## config.mk

```make
export PLATFORM = sky130hd
export DESIGN_NAME = ltp_top
export DESIGN_NICKNAME = d
export VERILOG_FILES = /design/src/ltp_pkg.sv /design/src/ltp_top.sv
export SDC_FILE = /design/constraint.sdc
export NUM_CORES = 1
export LEC_CHECK = 0
export ABC_CLOCK_PERIOD_IN_PS = 3400
export BUFFER_PORTS_ARGS = -buffer_cell sky130_fd_sc_hd__buf_2
export CAP_MARGIN = 20
export CORE_MARGIN = 1
export CORE_UTILIZATION = 50
export CTS_CLUSTER_SIZE = 25
export DETAILED_ROUTE_END_ITERATION = 12
export PLACE_DENSITY_LB_ADDON = 0.12
export SYNTH_ARGS = -nofsm -noshare
export SYNTH_HDL_FRONTEND = slang
export SYNTH_SLANG_ARGS = --single-unit
```

## constraint.sdc

```tcl
create_clock -name sys_clk -period 3.4 [get_ports sys_clk]
set_input_delay 0.51 -clock sys_clk [delete_from_list [all_inputs] [get_ports sys_clk]]
set_output_delay 0.51 -clock sys_clk [all_outputs]
set_load 0.02 [all_outputs]
```

## src/ltp_pkg.sv

```systemverilog
// Shared constants, register map and carrier types of the test pattern and calibration block
package ltp_pkg;
	localparam int LANES = 12;
	localparam int BUSES = 4;
	localparam int ADDR_W = 8;
	localparam int DATA_W = 16;
	localparam int PAT_LEN = 8;
	localparam int IDX_W = 3;
	localparam int CNT_W = 16;

	// Register byte addresses
	localparam logic [7:0] ADDR_LINK_CTRL = 8'h00;
	localparam logic [7:0] ADDR_PATTERN_SELECT_REG = 8'h04;
	localparam logic [7:0] ADDR_USER_PATTERN_CONTROL_REG = 8'h08;
	localparam logic [7:0] ADDR_DEV_CFG = 8'h0C;
	localparam logic [7:0] ADDR_CAL_CFG = 8'h10;
	localparam logic [7:0] ADDR_CALIBRATION_TRIGGER_PIN = 8'h14;
	localparam logic [7:0] ADDR_CAL_STAT = 8'h18;
	localparam logic [7:0] ADDR_TRIM_I = 8'h1C;
	localparam logic [7:0] ADDR_TRIM_Q = 8'h20;
	localparam logic [7:0] ADDR_IRQ_STAT = 8'h24;
	localparam logic [7:0] ADDR_IRQ_MASK = 8'h28;
	localparam logic [7:0] ADDR_UPAT_BASE = 8'h40;
	localparam logic [7:0] ADDR_UPAT_LAST = 8'h5C;

	// Field positions
	localparam int LINK_SRC_BIT = 0;
	localparam int LINK_SWSEL_BIT = 1;
	localparam int PAT_ACT_BIT = 0;
	localparam int PAT_SYNC_LO = 2;
	localparam int UPAT_LANE_BIT = 4;
	localparam int CFG_PD_BIT = 0;
	localparam int OFFSET_CALIBRATION_ENABLE_BIT = 0;
	localparam int CAL_SRC_BIT = 1;
	localparam int STAT_DONE_BIT = 0;
	localparam int STAT_BUSY_BIT = 1;
	localparam int IRQ_CAL_BIT = 0;
	localparam int IRQ_PDX_BIT = 1;
	localparam int INV_BASE_BIT = 8;

	// Reset values and fixed codes
	localparam logic [11:0] MID_CODE = 12'h000;
	localparam logic [11:0] TRIM_RESET = 12'h000;
	localparam logic [7:0] FIXED_LANE_PATTERN_ENABLE_MASK = 8'hE2;

	typedef logic [BUSES-1:0][LANES-1:0] ltp_quad_t;

	typedef enum logic [1:0] {
		LTP_SYNC_USER,
		LTP_SYNC_STROBE_LSB,
		LTP_SYNC_STROBE_ALL,
		LTP_SYNC_SPARE
	} ltp_sync_pattern_select_e;

	typedef struct packed {
		logic sync_from_reg;
		logic act_user;
		ltp_sync_pattern_select_e sync_pattern_select;
		logic fixed_lane_pattern_enable;
	} ltp_frame_cfg_s;

	typedef struct packed {
		ltp_quad_t data;
		logic strobe;
	} ltp_out_s;
endpackage : ltp_pkg

```

## src/ltp_top.sv

```systemverilog
// Output pattern selection, power-down gating and foreground calibration control
//
// Behaviour
// Active and sync patterns held; toggling source is pin by default, else register
// Switching between active and sync patterns only on strobe falling edge
// Active pattern selects converted samples or user pattern on all lanes
// Sync pattern: user pattern, strobe on bus LSB, or strobe on all lanes
// User pattern is eight programmable samples output in order
// Pattern restarts every frame; truncated when short, repeats when long
// Per-bus inversion: A bit 8, B bit 9, C bit 10, D bit 11
// Fixed lane pattern control overrides the programmed user pattern
// Fixed lane pattern 000,FFF,000,000,000,FFF,FFF,FFF with same frame rules
// Power-down pin high disables all output data drivers
// Configuration mode bit also enters power-down
// Receiver re-establishes link and discards stale data after power-down
// During foreground calibration output data are forced to mid-code 000
// Calibration runs at power-up; host waits before programming registers
// Calibration starts from pin or software trigger, chosen by select bit
// Offset calibration runs once per calibration and writes the trim registers
// Host leaves trim registers alone and reads them after done flag
// Samples are twelve bits; inversion applied after selection, before driving
// Mid-frame changes of source, pattern or lane control wait for frame edge
//
// Local design decisions: the address-and-strobe port and the placing of the registers.
`timescale 1ns/1ps
module ltp_top #(
	parameter int unsigned CAL_CYCLES = 2000
) (
	input wire logic sys_clk,
	input wire logic rst,
	input wire logic [ltp_pkg::ADDR_W-1:0] reg_addr,
	input wire logic [ltp_pkg::DATA_W-1:0] reg_wdata,
	input wire logic reg_wr,
	input wire logic reg_rd,
	output logic [ltp_pkg::DATA_W-1:0] reg_rdata,
	input wire ltp_pkg::ltp_quad_t adc_samples,
	input wire logic frame_strobe,
	input wire logic sync_select_pin,
	input wire logic power_down_pin,
	input wire logic calibration_trigger_pin,
	input wire logic [11:0] offset_result_in_phase,
	input wire logic [11:0] offset_result_quadrature,
	output ltp_pkg::ltp_out_s lvds_out,
	output logic driver_enable,
	output logic converters_offline,
	output logic irq
);
	// Counter must hold the duration and the busy-window assertion needs eight cycles
	if (CAL_CYCLES < 8 || CAL_CYCLES >= (1 << ltp_pkg::CNT_W)) begin : g_cal_range
		$error("CAL_CYCLES out of range");
	end

	// Last count of the busy window, cut to the counter width on purpose
	localparam int unsigned CAL_LAST_I = CAL_CYCLES - 1;
	localparam logic [ltp_pkg::CNT_W-1:0] CAL_LAST = CAL_LAST_I[ltp_pkg::CNT_W-1:0];

	logic link_src_reg;
	logic link_swsel_reg;
	logic act_user_reg;
	logic [1:0] sync_pattern_select_reg;
	logic [3:0] inv_reg;
	logic fixed_lane_pattern_enable_reg;
	logic mode_pd_reg;
	logic offset_calibration_enable_reg;
	logic cal_src_reg;
	logic [11:0] upat_reg [ltp_pkg::PAT_LEN];
	logic [11:0] trim_i_reg;
	logic [11:0] trim_q_reg;
	logic [1:0] irq_stat_reg;
	logic [1:0] irq_mask_reg;
	logic [ltp_pkg::DATA_W-1:0] rdata_reg;
	logic [ltp_pkg::DATA_W-1:0] rdata_next;
	logic strobe_d_reg;
	logic cal_pin_d_reg;
	logic pd_d_reg;
	logic in_sync_reg;
	ltp_pkg::ltp_frame_cfg_s cfg_reg;
	logic [ltp_pkg::IDX_W-1:0] idx_reg;
	logic cal_busy_reg;
	logic cal_done_reg;
	logic [ltp_pkg::CNT_W-1:0] cal_cnt_reg;
	ltp_pkg::ltp_out_s out_reg;
	ltp_pkg::ltp_out_s out_next;
	logic drv_en_reg;

	// Address decode
	wire logic wr_link = reg_wr && reg_addr == ltp_pkg::ADDR_LINK_CTRL;
	wire logic wr_pat = reg_wr && reg_addr == ltp_pkg::ADDR_PATTERN_SELECT_REG;
	wire logic wr_upc = reg_wr && reg_addr == ltp_pkg::ADDR_USER_PATTERN_CONTROL_REG;
	wire logic wr_cfg = reg_wr && reg_addr == ltp_pkg::ADDR_DEV_CFG;
	wire logic wr_calcfg = reg_wr && reg_addr == ltp_pkg::ADDR_CAL_CFG;
	wire logic wr_trig = reg_wr && reg_addr == ltp_pkg::ADDR_CALIBRATION_TRIGGER_PIN;
	wire logic wr_trim_i = reg_wr && reg_addr == ltp_pkg::ADDR_TRIM_I;
	wire logic wr_trim_q = reg_wr && reg_addr == ltp_pkg::ADDR_TRIM_Q;
	wire logic wr_istat = reg_wr && reg_addr == ltp_pkg::ADDR_IRQ_STAT;
	wire logic wr_imask = reg_wr && reg_addr == ltp_pkg::ADDR_IRQ_MASK;
	wire logic upat_hit = reg_addr >= ltp_pkg::ADDR_UPAT_BASE
		&& reg_addr <= ltp_pkg::ADDR_UPAT_LAST && reg_addr[1:0] == 2'h0;
	wire logic [ltp_pkg::IDX_W-1:0] upat_sel = reg_addr[ltp_pkg::IDX_W+1:2];

	// Frame boundary and the pattern toggle source
	wire logic frame_fall = strobe_d_reg && !frame_strobe;
	wire logic sync_req = link_src_reg ? link_swsel_reg : sync_select_pin;
	wire logic [ltp_pkg::IDX_W-1:0] eff_idx = frame_fall ? '0 : idx_reg;
	wire ltp_pkg::ltp_frame_cfg_s cfg_now = '{
		sync_from_reg: sync_req,
		act_user: act_user_reg,
		sync_pattern_select: ltp_pkg::ltp_sync_pattern_select_e'(sync_pattern_select_reg),
		fixed_lane_pattern_enable: fixed_lane_pattern_enable_reg
	};
	// Settings chosen at a frame edge hold for the whole frame
	wire ltp_pkg::ltp_frame_cfg_s cfg_eff = frame_fall ? cfg_now : cfg_reg;
	wire logic sync_eff = frame_fall ? sync_req : in_sync_reg;

	// Calibration trigger and power-down
	wire logic pin_rise = calibration_trigger_pin && !cal_pin_d_reg;
	wire logic cal_trigger = cal_src_reg ? (wr_trig && reg_wdata[0]) : pin_rise;
	wire logic cal_start = cal_trigger && !cal_busy_reg;
	wire logic cal_end = cal_busy_reg && cal_cnt_reg == CAL_LAST;
	wire logic pd_now = power_down_pin || mode_pd_reg;
	wire logic pd_exit = pd_d_reg && !pd_now;

	// Pattern word: fixed lane pattern wins over the user registers
	wire logic [11:0] upat_word = upat_reg[eff_idx];
	wire logic [11:0] lane_word = {12{ltp_pkg::FIXED_LANE_PATTERN_ENABLE_MASK[eff_idx]}};
	wire logic [11:0] pat_word = cfg_eff.fixed_lane_pattern_enable ? lane_word : upat_word;
	wire logic pat_path = sync_eff ? cfg_eff.sync_pattern_select == ltp_pkg::LTP_SYNC_USER
		: cfg_eff.act_user;

	// Per-bus selection; inversion only touches the selected pattern word
	wire ltp_pkg::ltp_quad_t data_next;
	generate
		for (genvar b = 0; b < ltp_pkg::BUSES; b++) begin : g_bus
			wire logic [11:0] inv_mask = {11'h000, inv_reg[b]} << (8 + b);
			wire logic [11:0] pat_inv = pat_word ^ inv_mask;
			wire logic [11:0] smp = adc_samples[b];
			// Each bus owns its word so no two processes write one variable
			logic [11:0] bus_word;
			always_comb begin
				if (cal_busy_reg) begin
					bus_word = ltp_pkg::MID_CODE;
				end else if (!sync_eff) begin
					bus_word = cfg_eff.act_user ? pat_inv : smp;
				end else begin
					unique case (cfg_eff.sync_pattern_select)
						ltp_pkg::LTP_SYNC_USER: bus_word = pat_inv;
						ltp_pkg::LTP_SYNC_STROBE_LSB: bus_word = {smp[11:1], frame_strobe};
						ltp_pkg::LTP_SYNC_STROBE_ALL: bus_word = {12{frame_strobe}};
						ltp_pkg::LTP_SYNC_SPARE: bus_word = {12{frame_strobe}};
					endcase
				end
			end
			assign data_next[b] = bus_word;
		end
	endgenerate
	assign out_next = '{data: data_next, strobe: frame_strobe};

	// Control registers written by software
	always_ff @(posedge sys_clk) begin
		if (rst) begin
			link_src_reg <= 1'b0;
			link_swsel_reg <= 1'b0;
			act_user_reg <= 1'b0;
			sync_pattern_select_reg <= 2'h0;
			inv_reg <= 4'h0;
			fixed_lane_pattern_enable_reg <= 1'b0;
			mode_pd_reg <= 1'b0;
			offset_calibration_enable_reg <= 1'b0;
			cal_src_reg <= 1'b0;
			irq_mask_reg <= 2'h0;
		end else begin
			if (wr_link) begin
				link_src_reg <= reg_wdata[ltp_pkg::LINK_SRC_BIT];
				link_swsel_reg <= reg_wdata[ltp_pkg::LINK_SWSEL_BIT];
			end
			if (wr_pat) begin
				act_user_reg <= reg_wdata[ltp_pkg::PAT_ACT_BIT];
				sync_pattern_select_reg <= reg_wdata[ltp_pkg::PAT_SYNC_LO+:2];
			end
			if (wr_upc) begin
				inv_reg <= reg_wdata[3:0];
				fixed_lane_pattern_enable_reg <= reg_wdata[ltp_pkg::UPAT_LANE_BIT];
			end
			if (wr_cfg) begin
				mode_pd_reg <= reg_wdata[ltp_pkg::CFG_PD_BIT];
			end
			if (wr_calcfg) begin
				offset_calibration_enable_reg <= reg_wdata[ltp_pkg::OFFSET_CALIBRATION_ENABLE_BIT];
				cal_src_reg <= reg_wdata[ltp_pkg::CAL_SRC_BIT];
			end
			if (wr_imask) begin
				irq_mask_reg <= reg_wdata[1:0];
			end
		end
	end

	// User pattern storage; left unreset since software loads it before use
	always_ff @(posedge sys_clk) begin
		if (reg_wr && upat_hit) begin
			upat_reg[upat_sel] <= reg_wdata[11:0];
		end
	end

	// Trim registers: the offset calibration result overrides a same-cycle write
	always_ff @(posedge sys_clk) begin
		if (rst) begin
			trim_i_reg <= ltp_pkg::TRIM_RESET;
			trim_q_reg <= ltp_pkg::TRIM_RESET;
		end else if (cal_end && offset_calibration_enable_reg) begin
			trim_i_reg <= offset_result_in_phase;
			trim_q_reg <= offset_result_quadrature;
		end else begin
			if (wr_trim_i) begin
				trim_i_reg <= reg_wdata[11:0];
			end
			if (wr_trim_q) begin
				trim_q_reg <= reg_wdata[11:0];
			end
		end
	end

	// Sticky events; a new event beats a same-cycle clear
	always_ff @(posedge sys_clk) begin
		if (rst) begin
			irq_stat_reg <= 2'h0;
		end else begin
			irq_stat_reg <= (irq_stat_reg & ~(wr_istat ? reg_wdata[1:0] : 2'h0))
				| {pd_exit, cal_end};
		end
	end

	// Frame tracking: pattern index restarts on each frame edge and wraps at eight
	always_ff @(posedge sys_clk) begin
		if (rst) begin
			strobe_d_reg <= 1'b0;
			idx_reg <= '0;
			in_sync_reg <= 1'b0;
			cfg_reg <= '0;
		end else begin
			strobe_d_reg <= frame_strobe;
			idx_reg <= eff_idx + 3'h1;
			in_sync_reg <= sync_eff;
			cfg_reg <= cfg_eff;
		end
	end

	// Calibration sequencer; busy from reset so power-up always calibrates
	always_ff @(posedge sys_clk) begin
		if (rst) begin
			cal_busy_reg <= 1'b1;
			cal_done_reg <= 1'b0;
			cal_cnt_reg <= '0;
			cal_pin_d_reg <= 1'b0;
		end else begin
			cal_pin_d_reg <= calibration_trigger_pin;
			if (cal_start) begin
				cal_busy_reg <= 1'b1;
				cal_done_reg <= 1'b0;
				cal_cnt_reg <= '0;
			end else if (cal_end) begin
				cal_busy_reg <= 1'b0;
				cal_done_reg <= 1'b1;
			end else if (cal_busy_reg) begin
				cal_cnt_reg <= cal_cnt_reg + 16'h0001;
			end
		end
	end

	// Output stage; data zeroed while drivers are off to avoid stale codes on wake
	always_ff @(posedge sys_clk) begin
		if (rst) begin
			out_reg <= '0;
			drv_en_reg <= 1'b0;
			pd_d_reg <= 1'b0;
		end else begin
			out_reg <= pd_now ? '0 : out_next;
			drv_en_reg <= !pd_now;
			pd_d_reg <= pd_now;
		end
	end

	// Read mux; unmapped addresses read zero
	always_comb begin
		rdata_next = '0;
		unique case (reg_addr)
			ltp_pkg::ADDR_LINK_CTRL: rdata_next[1:0] = {link_swsel_reg, link_src_reg};
			ltp_pkg::ADDR_PATTERN_SELECT_REG: rdata_next[3:0] = {sync_pattern_select_reg, 1'b0, act_user_reg};
			ltp_pkg::ADDR_USER_PATTERN_CONTROL_REG: rdata_next[4:0] = {fixed_lane_pattern_enable_reg, inv_reg};
			ltp_pkg::ADDR_DEV_CFG: rdata_next[0] = mode_pd_reg;
			ltp_pkg::ADDR_CAL_CFG: rdata_next[1:0] = {cal_src_reg, offset_calibration_enable_reg};
			ltp_pkg::ADDR_CAL_STAT: rdata_next[1:0] = {cal_busy_reg, cal_done_reg};
			ltp_pkg::ADDR_TRIM_I: rdata_next[11:0] = trim_i_reg;
			ltp_pkg::ADDR_TRIM_Q: rdata_next[11:0] = trim_q_reg;
			ltp_pkg::ADDR_IRQ_STAT: rdata_next[1:0] = irq_stat_reg;
			ltp_pkg::ADDR_IRQ_MASK: rdata_next[1:0] = irq_mask_reg;
			default: rdata_next[11:0] = upat_hit ? upat_reg[upat_sel] : 12'h000;
		endcase
	end

	always_ff @(posedge sys_clk) begin
		if (rst) begin
			rdata_reg <= '0;
		end else begin
			rdata_reg <= reg_rd ? rdata_next : '0;
		end
	end

	assign reg_rdata = rdata_reg;
	assign lvds_out = out_reg;
	assign driver_enable = drv_en_reg;
	assign converters_offline = cal_busy_reg;
	assign irq = |(irq_stat_reg & irq_mask_reg);
endmodule : ltp_top

```

==> flow_summary_export.csv, run 1 <==
group,metric,value,unit
critical_path,crit_path_end_kind,"register",
finish,largest_reg_flops,96,
placed_design,pre_cts_ws,515.0,ps
floorplanning,die_h,148.6,µm
synth,synth.distinct_cells,79,
global_route,grt_usage,25.26,%
finish,nets,1221,
synth,synth-main-ff-cell,"dfxtp_1",
drt,wl,27790,µm
critical_path,crit_family,"compound AO/OA/AOI/OAI gates",
power_and_ir_drop,cellPowerDensity,481.7,nW/µm²
clocking,root_buffer,"clkbuf_16",
drt,vias,8180,
finish,syn2layout_area_growth,17.69,%
global_route,overflow,0,
clocking,cts_setup_buffers,0,
synth,synth-adder-area-share,0.2328,%
critical_path,crit_slowest_cell,"dfxtp_1",
floorplanning,core_area,21020,µm²
critical_path,crit_chain,"inv_1 -> nor3_4 -> a222oi_1 -> a22oi_2 -> nand2_1 -> a21oi_1 -> o21a_1",
clocking,cts.sinks,228,
outcome,outcome,"finished clean",
synth,synth_xor_area_share,1.711,%
clocking,h-tree-depth,1,
power_and_ir_drop,max-vdd-ir-drop,0.3588,mV
synth,synth_compound_area_share,16.96,%
finish,regArea,5525,µm²
placed_design,hpwl,19220,µm
critical_path,cp-startpoint,"idx_reg[0]$_SDFF_PP0_",
sta,fin_crit_sh,80.50,%
drt,drt_iter0_markers,669,
sta,worst_pin_slew,816.3,ps
drt,vias_per_cell,5.801,
global_route,grt_pass1_vias,7863,
finish,drive_gt1_share,30.78,%
sta,relSlewSlack,45.01,%
global_route,grt_max_degree,33,
floorplanning,die_area,22090,µm²
clocking,cts_tree,"yes",
sta,final_hold_viol_count,0,
drt,drtPass1Iterations,5,
critical_path,critPathMaxFanout,11,
sta,finalSetupTns,0,ps
critical_path,r2r-start,"idx_reg[0]$_SDFF_PP0_",
synth,yosysSeqAreaShare,51.41,%
clocking,cts_resized,0,
power_and_ir_drop,p_leak,4.934,nW
synth,synthArstFlopShare,0,%
synth,synth_mux_area_share,12.69,%
placed_design,gp_congestion,0.8443,
sta,setup_viol,0,
clocking,clockBufferDepth,3,
finish,fill_cells,1758,
drt,drtAntennaViolNets,0,
global_route,grt_pass1_wl,43100,µm
floorplanning,start_util,51.13,%
synth,synth_area,10750,µm²
critical_path,max_stage_delay,670,ps
critical_path,cp.buffers_inverters,1,
critical_path,crit_type,"reg -> reg",
drt,post_drt_wl_per_cell,19.71,µm
critical_path,required,3860,ps
clocking,hold_buffers,0,
critical_path,worstPathArrival,3200,ps
floorplanning,ios,172,
synth,ys.warnings.count,0,
sta,slew_viol_final,0,
synth,synth-edff-count,96,
floorplanning,core.rowCount,53,
finish,multi_input_area,4816,µm²
placed_design,numPortBuffers,163,
drt,drc,0,
flow_run,timing.max_cap.violations,0,
critical_path,cp-start-kind,"register",
sta,timing.hold.ws,175.2,ps
synth,synthCells,949,
sta,rsz0062_at_grt,"no",
synth,yosys_register_bits,228,
synth,synth_top_family_by_area,"compound AO/OA/AOI/OAI gates",
sta,max_freq,365.4,MHz
sta,fin_ws,662.9,ps
worst_hold_path,hold_path_class,"in -> reg",
sta,fin_worst_skew,13.67,ps
synth,synthSimpleGateAreaFrac,12.97,%
sta,fin_crit,2737,ps
floorplanning,die_x,148.6,µm
worst_hold_path,hp-start,"power_down_pin",
clocking,clk_latency,520,ps
clocking,clk_pin_slew,60,ps
clocking,cts_buffers,25,
global_route,antenna_found_initial,1,
synth,synth.avg_cell_area,11.33,µm²
-- through the flow --
step	utilization (%)	cells	area (µm²)	power (mW)
after detailed placement	56.25	1363	11820	3.433
after global placement	56.25	1363	11820	3.427
after global routing	60.18	1410	12650	6.282
after floorplan	-	952	10760	3.252
final	60.18	1410	12650	6.094
after CTS	60.16	1409	12650	6.130
-- synthesized netlist by cell type (all sizes together), types with 2 or more instances --
cell | instances | area share, %
a222oi | 14 | 1.3
a22o | 7 | 0.57
nand3b | 3 | 0.21
dfxtp | 132 | 25
nor4 | 3 | 0.31
mux2 | 26 | 2.7
edfxtp | 96 | 27
clkbuf | 20 | 0.70
a31oi | 3 | 0.17
buf | 47 | 3.1
o221ai | 7 | 0.57
xnor2 | 13 | 1.1
a2bb2oi | 6 | 0.55
or2 | 3 | 0.17
mux4 | 25 | 5.2
nand2 | 84 | 3.1
inv | 6 | 0.21
nor3 | 15 | 0.85
o21a | 57 | 4.0
nand4 | 6 | 0.35
o31ai | 3 | 0.26
and2 | 6 | 0.35
a22oi | 5 | 0.44
a21oi | 44 | 2.2
xor2 | 8 | 0.65
and3 | 7 | 0.41
a21o | 3 | 0.21
a211oi | 32 | 3.1
nor2b | 5 | 0.36
ha | 2 | 0.23
mux2i | 50 | 4.7
o21ai | 28 | 1.3
nand2b | 8 | 0.54
nand3 | 30 | 1.4
a221oi | 10 | 0.87
o211ai | 7 | 0.54
nor2 | 109 | 4.1
-- report_power, final --
part / switching, mW / internal, mW
Combinational: 0.310 / 0.193
Clock: 1.09 / 1.62
Sequential: 0.0130 / 2.86
-- per-layer routing --
layer  track usage [%]  vias to the layer above  routed length, µm
li1                  -                     3880                  -
met1             34.73                     3926              12330
met2             40.70                      334              12670
met3             4.448                       40               2158
met4             7.526                        0                632
met5                 0                        -                  0
-- final cells by class --
type                            instances  share of cell area, %
Antenna cell                            1                0.01978
Clock buffer                           36                  5.687
Clock inverter                         10                 0.8210
Inverter                                6                 0.1780
Multi-Input combinational cell        651                  38.07
Sequential cell                       228                  43.68
Tap cell                              275                  2.720
Timing Repair Buffer                  203                  8.823
-- cells in the final DEF, fill, tap and decap left out, types with 29 or more instances in the layout --
master | netlist | final
buf_2 | 19 | 163
dfxtp_1 | 132 | 132
edfxtp_1 | 96 | 96
nor2_1 | 95 | 95
nand2_1 | 81 | 81
o21a_1 | 57 | 57
mux2i_1 | 48 | 48
a21oi_1 | 43 | 43
buf_4 | 12 | 40
nand3_1 | 30 | 29
-- path summary, 6_finish.rpt --
check / to / slack [ps] / cells after the start
worst max register to register: lvds_out[21]$_SDFF_PP0_ / 660 / 7
worst min-delay path: driver_enable$_SDFF_PP0_ / 180 / 2
worst max-delay path: lvds_out[21]$_SDFF_PP0_ / 660 / 7
worst min register to register: cal_done_reg$_SDFFE_PP0P_ / 480 / 2
-- worst reg2reg max path, cell delays in order, from the launching register on --
cell and delay [ps]:
dfxtp_1 670, inv_1 180, nor3_4 460, a222oi_1 250
a22oi_2 490, nand2_1 160, a21oi_1 300, o21a_1 170
-- logic make-up after synthesis --
group	count (synthesis)
and+or+nand+nor	288
AOI/OAI and AO/OA	235
DFF	228
muxes	101
buffers and inverters	73
xor gates and xnor gates	21
adders and majority gates	2
other	1
(Power assumes the default switching activity.)
==> run 2: changes to the inputs <==
--- a/config.mk
+++ b/config.mk
@@ -5,7 +5,7 @@
 export SDC_FILE = /design/constraint.sdc
 export NUM_CORES = 1
 export LEC_CHECK = 0
-export ABC_CLOCK_PERIOD_IN_PS = 3400
+export ABC_CLOCK_PERIOD_IN_PS = 2800
 export BUFFER_PORTS_ARGS = -buffer_cell sky130_fd_sc_hd__buf_2
 export CAP_MARGIN = 20
 export CORE_MARGIN = 1
==> constraint.sdc (replaced) <==
create_clock -name sys_clk -period 2.8 [get_ports sys_clk]
set_input_delay 0.42 -clock sys_clk [delete_from_list [all_inputs] [get_ports sys_clk]]
set_output_delay 0.42 -clock sys_clk [all_outputs]
set_load 0.02 [all_outputs]
==> run 2 against run 1 <==
Net effect: cell count is 0.64% higher; critical path depth is the same; sequential share of layout area is 0.48 points lower; die area unchanged; critical path type unchanged; via count down 1.0%; setup slack worse by 300 ps; first-iteration DRC count is 8.1% higher; largest cell class unchanged.
==> flow_summary_export.csv, run 2 (synthesized netlist as in run 1, its figures left out) <==
group,metric,value,unit
clocking,cts_setup_buffers,0,
finish,n_antenna_cell,0,
placed_design,hpwl,18770,µm
critical_path,worstPathArrival,2870,ps
power_and_ir_drop,switching_power,1.705,mW
critical_path,crit_type,"reg -> reg",
drt,drt_iter0_markers,723,
clocking,clockBufferDepth,3,
clocking,cts.sinks,228,
drt,drtPass1Iterations,6,
global_route,grt_max_degree,58,
placed_design,gp_congestion,0.8707,
critical_path,crit_slowest_cell,"dfxtp_1",
critical_path,required,3240,ps
global_route,grt_usage,24.86,%
worst_hold_path,hold_depth,2,
finish,nets,1230,
worst_hold_path,hold_path_class,"in -> reg",
power_and_ir_drop,internal_power,5.778,mW
sta,fin_crit_sh,86.86,%
critical_path,critPathMaxFanout,20,
sta,finalSetupTns,0,ps
drt,drtAntennaViolNets,0,
power_and_ir_drop,cellPowerDensity,585.0,nW/µm²
flow_run,timing.max_cap.violations,0,
power_and_ir_drop,pwr-share-seq,46.7,%
critical_path,reg2reg_depth,7,
critical_path,r2r-start,"strobe_d_reg$_SDFF_PP0_",
critical_path,cp-startpoint,"strobe_d_reg$_SDFF_PP0_",
placed_design,numPortBuffers,163,
clocking,cts_buffers,26,
drt,vias,8095,
finish,layout_common_cells,"163 x buf_2, 132 x dfxtp_1, 96 x edfxtp_1, 95 x nor2_1, 81 x nand2_1",
finish,drive_gt1_share,31.99,%
floorplanning,die_h,148.6,µm
clocking,clk_latency,530,ps
finish,final_common_cell,"buf_2",
sta,timing.hold.ws,77.79,ps
critical_path,crit_chain,"nor2b_4 -> buf_4 -> nor2_1 -> a21oi_4 -> o211ai_2 -> a211o_1 -> a221oi_2",
drt,wl,27350,µm
floorplanning,die_area,22090,µm²
critical_path,cp-start-kind,"register",
clocking,hold_buffers,0,
drt,drc,0,
power_and_ir_drop,max-vdd-ir-drop,0.3981,mV
sta,max_freq,411.2,MHz
sta,fin_crit,2432,ps
clocking,clk_pin_slew,60,ps
global_route,overflow,0,
global_route,antenna_found_initial,0,
sta,setup_viol,0,
finish,syn2layout_area_growth,19.01,%
global_route,grt_pass1_vias,7716,
clocking,root_buffer,"clkbuf_16",
clocking,cts_tree,"yes",
finish,largest_reg_flops,96,
worst_hold_path,hp-start,"power_down_pin",
critical_path,max_stage_delay,440,ps
sta,rsz0062_at_grt,"no",
sta,relSlewSlack,51.34,%
floorplanning,start_util,51.13,%
sta,slew_viol_final,0,
clocking,h-tree-depth,1,
drt,post_drt_wl_per_cell,19.28,µm
power_and_ir_drop,power.share.combinational,8.3,%
power_and_ir_drop,p_clk_share,45.0,%
floorplanning,core_area,21020,µm²
power_and_ir_drop,p_leak,5.017,nW
worst_hold_path,min_to,"driver_enable$_SDFF_PP0_",
clocking,cts_resized,0,
floorplanning,die_x,148.6,µm
global_route,grt_pass1_wl,42300,µm
critical_path,crit_path_end_kind,"register",
sta,fin_worst_skew,16.46,ps
floorplanning,ios,172,
drt,vias_per_cell,5.705,
sta,worst_pin_slew,725.5,ps
power_and_ir_drop,switching_share,22.78,%
outcome,outcome,"finished clean",
sta,final_hold_viol_count,0,
critical_path,rrSetupSlack,370,ps
floorplanning,core.rowCount,53,
critical_path,reg2reg_to,"lvds_out[48]$_SDFF_PP0_",
run 2: power by group through the flow:
| stage | combinational [mW] | sequential, mW | clock (mW) |
|---|---|---|---|
| 2_1_floorplan | 0.390 | 3.56 | 0 |
| 3_3_place_gp | 0.613 | 3.56 | 0 |
| 3_5_place_dp | 0.616 | 3.56 | 0 |
| 4_1_cts | 0.621 | 3.49 | 3.43 |
| 5_1_grt | 0.674 | 3.49 | 3.56 |
| 6_report | 0.624 | 3.49 | 3.37 |
run 2: critical path, delay by kind of cell, from the launching register on:
family                 cells  cell delay [ps]
DFF                        1              440
and+or+nand+nor            2              430
buffers and inverters      1              350
AOI/OAI and AO/OA          4             1100
run 2: cell type report:
class,count,area (µm²)
Sequential cell,228,5525
Clock inverter,9,71.32
Inverter,6,22.52
Fill cell,1757,8230
Clock buffer,39,800.8
Multi-Input combinational cell,651,4826
Timing Repair Buffer,211,1201
Tap cell,275,344.1
run 2: how the worst max path moves through the flow:
stage                                to  slack (ps)  cells after the start
6_report        lvds_out[48]$_SDFF_PP0_         370                      7
5_1_grt          lvds_out[6]$_SDFF_PP0_         220                      8
4_1_cts         lvds_out[48]$_SDFF_PP0_         370                      7
3_5_place_dp    lvds_out[48]$_SDFF_PP0_         300                      8
3_3_place_gp    lvds_out[11]$_SDFF_PP0_         300                      8
2_1_floorplan  upat_reg[1][0]$_DFFE_PP_         250                      5
run 2: per-layer routing:
metal	track usage [%]	wire length [µm]	part of all wire, %
met2	40.42	12670	46
met1	34.03	11850	43
met4	7.629	541	2.0
met5	0	0	0
met3	4.018	2289	8.4
run 2: metrics by stage:
| step | cells | total power [mW] | cell area [µm²] | utilization (%) | worst slack [ps] |
|---|---|---|---|---|---|
| after floorplan | 952 | 3.950 | 10770 | - | 246.8 |
| after global placement | 1371 | 4.175 | 11920 | 56.70 | 303.7 |
| after detailed placement | 1371 | 4.178 | 11920 | 56.70 | 303.5 |
| after CTS | 1419 | 7.541 | 12790 | 60.85 | 366.6 |
| after global routing | 1419 | 7.727 | 12790 | 60.85 | 222.8 |
| final | 1419 | 7.483 | 12790 | 60.85 | 367.9 |
==> run 3: changes to the inputs <==
--- a/config.mk
+++ b/config.mk
@@ -5,7 +5,8 @@
 export SDC_FILE = /design/constraint.sdc
 export NUM_CORES = 1
 export LEC_CHECK = 0
-export ABC_CLOCK_PERIOD_IN_PS = 2800
+export ABC_AREA = 1
+export ABC_CLOCK_PERIOD_IN_PS = 2200
 export BUFFER_PORTS_ARGS = -buffer_cell sky130_fd_sc_hd__buf_2
 export CAP_MARGIN = 20
 export CORE_MARGIN = 1
==> constraint.sdc (replaced) <==
create_clock -name sys_clk -period 2.2 [get_ports sys_clk]
set_input_delay 0.33 -clock sys_clk [delete_from_list [all_inputs] [get_ports sys_clk]]
set_output_delay 0.33 -clock sys_clk [all_outputs]
set_load 0.02 [all_outputs]
==> run 3 against run 2 <==
Net effect: core utilization up 1.9 points; critical endpoint is now lvds_out[42]$_SDFF_PP0_; via count up 28%; global-route usage up 3.9 points; register-to-register slack worse by 160 ps; design area up 4.5%; synthesized cell count up 44%.
==> flow_summary_export.csv, run 3 <==
group,metric,value,unit
outcome,outcome,"finished clean",
global_route,busiest_layer,"met2",
finish,drive_gt1_share,20.66,%
power_and_ir_drop,p_leak,5.769,nW
sta,fin_worst_skew,16.10,ps
drt,wl,32440,µm
floorplanning,die_h,150.2,µm
clocking,cts_setup_buffers,0,
synth,synthTopCellsByArea,"edfxtp_1 26%, dfxtp_1 24%, nand2_1 11%",
global_route,grt_pass1_wl,50120,µm
clocking,clk_latency,540,ps
flow_run,timing.max_cap.violations,0,
critical_path,rrSetupSlack,210,ps
synth,synth_top_area_share,26.24,%
global_route,grt_use_met2,44.93,%
clocking,cts_tree,"yes",
synth,synth-edff-count,96,
floorplanning,core_area,21290,µm²
sta,finalSetupTns,0,ps
power_and_ir_drop,internal_power,7.502,mW
finish,syn2layout_area_growth,21.62,%
sta,fin_crit,1993,ps
critical_path,crit_slowest_cell,"inv_1",
drt,drt_iter0_markers,892,
critical_path,critPathMaxFanout,9,
clocking,root_buffer,"clkbuf_16",
global_route,grt_max_degree,50,
drt,vias,10390,
synth,synth_area,10990,µm²
global_route,grt_util_met3,5.424,%
critical_path,cp.buffers_inverters,2,
floorplanning,start_util,51.61,%
global_route,grt_usage,28.75,%
finish,fin_util,62.76,%
clocking,cts_buffers,26,
power_and_ir_drop,max-vdd-ir-drop,0.5424,mV
global_route,grt_pass1_vias,9688,
global_route,met1_usage,39.81,%
synth,synth-main-ff-cell,"dfxtp_1",
synth,ys.warnings.count,0,
global_route,antenna_found_initial,0,
clocking,cts.sinks,228,
power_and_ir_drop,p_clk_share,45.9,%
critical_path,crit_cells,11,
drt,vias_per_cell,5.591,
synth,synth_top_area_cell,"edfxtp_1",
critical_path,cp-endpoint,"lvds_out[42]$_SDFF_PP0_",
synth,synth_most_common_cell,"nand2_1",
placed_design,numPortBuffers,163,
sta,fin_crit_sh,90.61,%
power_and_ir_drop,power.share.combinational,9.3,%
floorplanning,ios,172,
critical_path,crit_family,"simple AND/OR/NAND/NOR gates",
floorplanning,core.rowCount,53,
drt,drc,0,
synth,synthArstFlopShare,0,%
drt,drtPass1Iterations,6,
power_and_ir_drop,switching_power,2.402,mW
critical_path,crit_chain,"nand2_2 -> nand2_1 -> o21ai_1 -> inv_1 -> buf_4 -> nand3_1 -> nand2_1 -> nand2_1 -> nand2_1 -> nand2_1 -> a21oi_1",
finish,layout_common_cells,"314 x nand2_1, 170 x a21oi_1, 163 x buf_2, 132 x dfxtp_1, 113 x inv_1",
sta,final_hold_viol_count,0,
synth,synth_common_cells,"314 x nand2_1, 170 x a21oi_1, 132 x dfxtp_1, 113 x inv_1, 108 x nor2_1",
critical_path,crit_path_end_kind,"register",
synth,synth.avg_cell_area,8.042,µm²
power_and_ir_drop,cellPowerDensity,741.3,nW/µm²
critical_path,max_stage_delay,370,ps
finish,final_common_cell,"nand2_1",
critical_path,cp-startpoint,"strobe_d_reg$_SDFF_PP0_",
clocking,h-tree-depth,1,
sta,timing.hold.ws,41.26,ps
global_route,overflow,0,
synth,yosysSeqAreaShare,50.30,%
clocking,clockBufferDepth,3,
synth,synthCells,1366,
critical_path,worstPathArrival,2450,ps
clocking,clk_pin_slew,60,ps
power_and_ir_drop,switching_share,24.26,%
critical_path,path_common_cell,"nand2_1",
sta,setup_viol,0,
power_and_ir_drop,p_total,9.905,mW
critical_path,r2r-start,"strobe_d_reg$_SDFF_PP0_",
critical_path,reg2reg_to,"lvds_out[42]$_SDFF_PP0_",
critical_path,crit_type,"reg -> reg",
drt,post_drt_wl_per_cell,17.45,µm
finish,largest_reg_flops,96,
critical_path,reg2reg_depth,11,
drt,drtAntennaViolNets,0,
synth,yosys_register_bits,228,
finish,nets,1669,
sta,max_freq,501.7,MHz
floorplanning,die_area,22570,µm²
worst_hold_path,hold_path_class,"in -> reg",
power_and_ir_drop,pwr-share-seq,44.8,%
placed_design,hpwl,22530,µm
sta,rsz0062_at_grt,"no",
critical_path,cp-start-kind,"register",
synth,synth.distinct_cells,51,
critical_path,required,2660,ps
placed_design,gp_congestion,0.9196,
sta,slew_viol_final,0,
floorplanning,die_x,150.2,µm
-- run 3: changes by cell type after synthesis, sizes merged, moves of 50 or more --
cell   delta
nand2   +234
a21oi   +126
inv     +125
nand3    +71
o21a     -57
o21ai    +56
mux2i    -50
-- run 3: worst min path at each step --
stage | startpoint | end | cells after the start
2_1_floorplan | rst | irq_stat_reg[0]$_SDFF_PP0_ | 1
3_3_place_gp | pd_d_reg$_SDFF_PP0_ | irq_stat_reg[1]$_SDFF_PP0_ | 1
3_5_place_dp | pd_d_reg$_SDFF_PP0_ | irq_stat_reg[1]$_SDFF_PP0_ | 1
4_1_cts | power_down_pin | pd_d_reg$_SDFF_PP0_ | 3
5_1_grt | power_down_pin | pd_d_reg$_SDFF_PP0_ | 3
6_report | power_down_pin | pd_d_reg$_SDFF_PP0_ | 3
-- run 3: metal layers --
layer,up-vias,wire [µm]
met5,-,0
met4,0,901
met3,69,3120
met2,488,14660
met1,4790,13760
li1,5047,-
-- run 3: cells by family (layout without fill, tap and decap cells) --
| family | Yosys count | in the layout | share of synthesized area, % |
|---|---|---|---|
| simple gates | 569 | 569 | 22.23 |
| compound gates | 355 | 355 | 18.46 |
| flops | 228 | 228 | 50.30 |
| buf+inv | 204 | 418 | 8.189 |
| xor+xnor | 7 | 7 | 0.5581 |
| fa+ha+maj | 2 | 2 | 0.2278 |
| other cells | 1 | 5 | 0.03414 |
-- run 3: final cells by class --
| cell class | count | area [µm²] |
|---|---|---|
| Tap cell | 275 | 344.1 |
| Fill cell | 1865 | 7926 |
| Timing Repair Buffer | 236 | 1441 |
| Sequential cell | 228 | 5525 |
| Multi-Input combinational cell | 937 | 4617 |
| Inverter | 134 | 510.5 |
| Clock buffer | 31 | 743.2 |
| Antenna cell | 1 | 2.502 |
| Clock inverter | 17 | 176.4 |
-- run 3: power groups by stage --
stage	Clock, mW	Combinational, mW	Sequential, mW
floorplan	0	0.529	4.53
global placement	0	0.891	4.53
detailed placement	0	0.902	4.53
CTS	4.60	0.910	4.44
global route	4.77	1.01	4.44
finish	4.54	0.923	4.44
-- run 3: stage by stage --
| step | worst slack [ps] | cells | instance area, µm² |
|---|---|---|---|
| after floorplan | -176.7 | 1369 | 11030 |
| after global placement | 88.60 | 1809 | 12420 |
| after detailed placement | 14.39 | 1809 | 12420 |
| after CTS | 151.6 | 1858 | 13350 |
| after global routing | 23.97 | 1858 | 13360 |
| final | 206.6 | 1859 | 13360 |
-- run 3: repair_timing --
item / 4_1_cts / 5_1_grt
hold buffers: 1 / 0
resized for setup: 0 / 3
endpoints found under the hold margin: 1 / 0
setup endpoints to repair: 0 / 25
-- run 3: worst reg2reg max path, cell delays in order (launching register included) --
cell and delay [ps]:
dfxtp_1 320, nand2_2 150, nand2_1 90, o21ai_1 90, inv_1 370, buf_4 210
nand3_1 170, nand2_1 130, nand2_1 120, nand2_1 90, nand2_1 50, a21oi_1 120
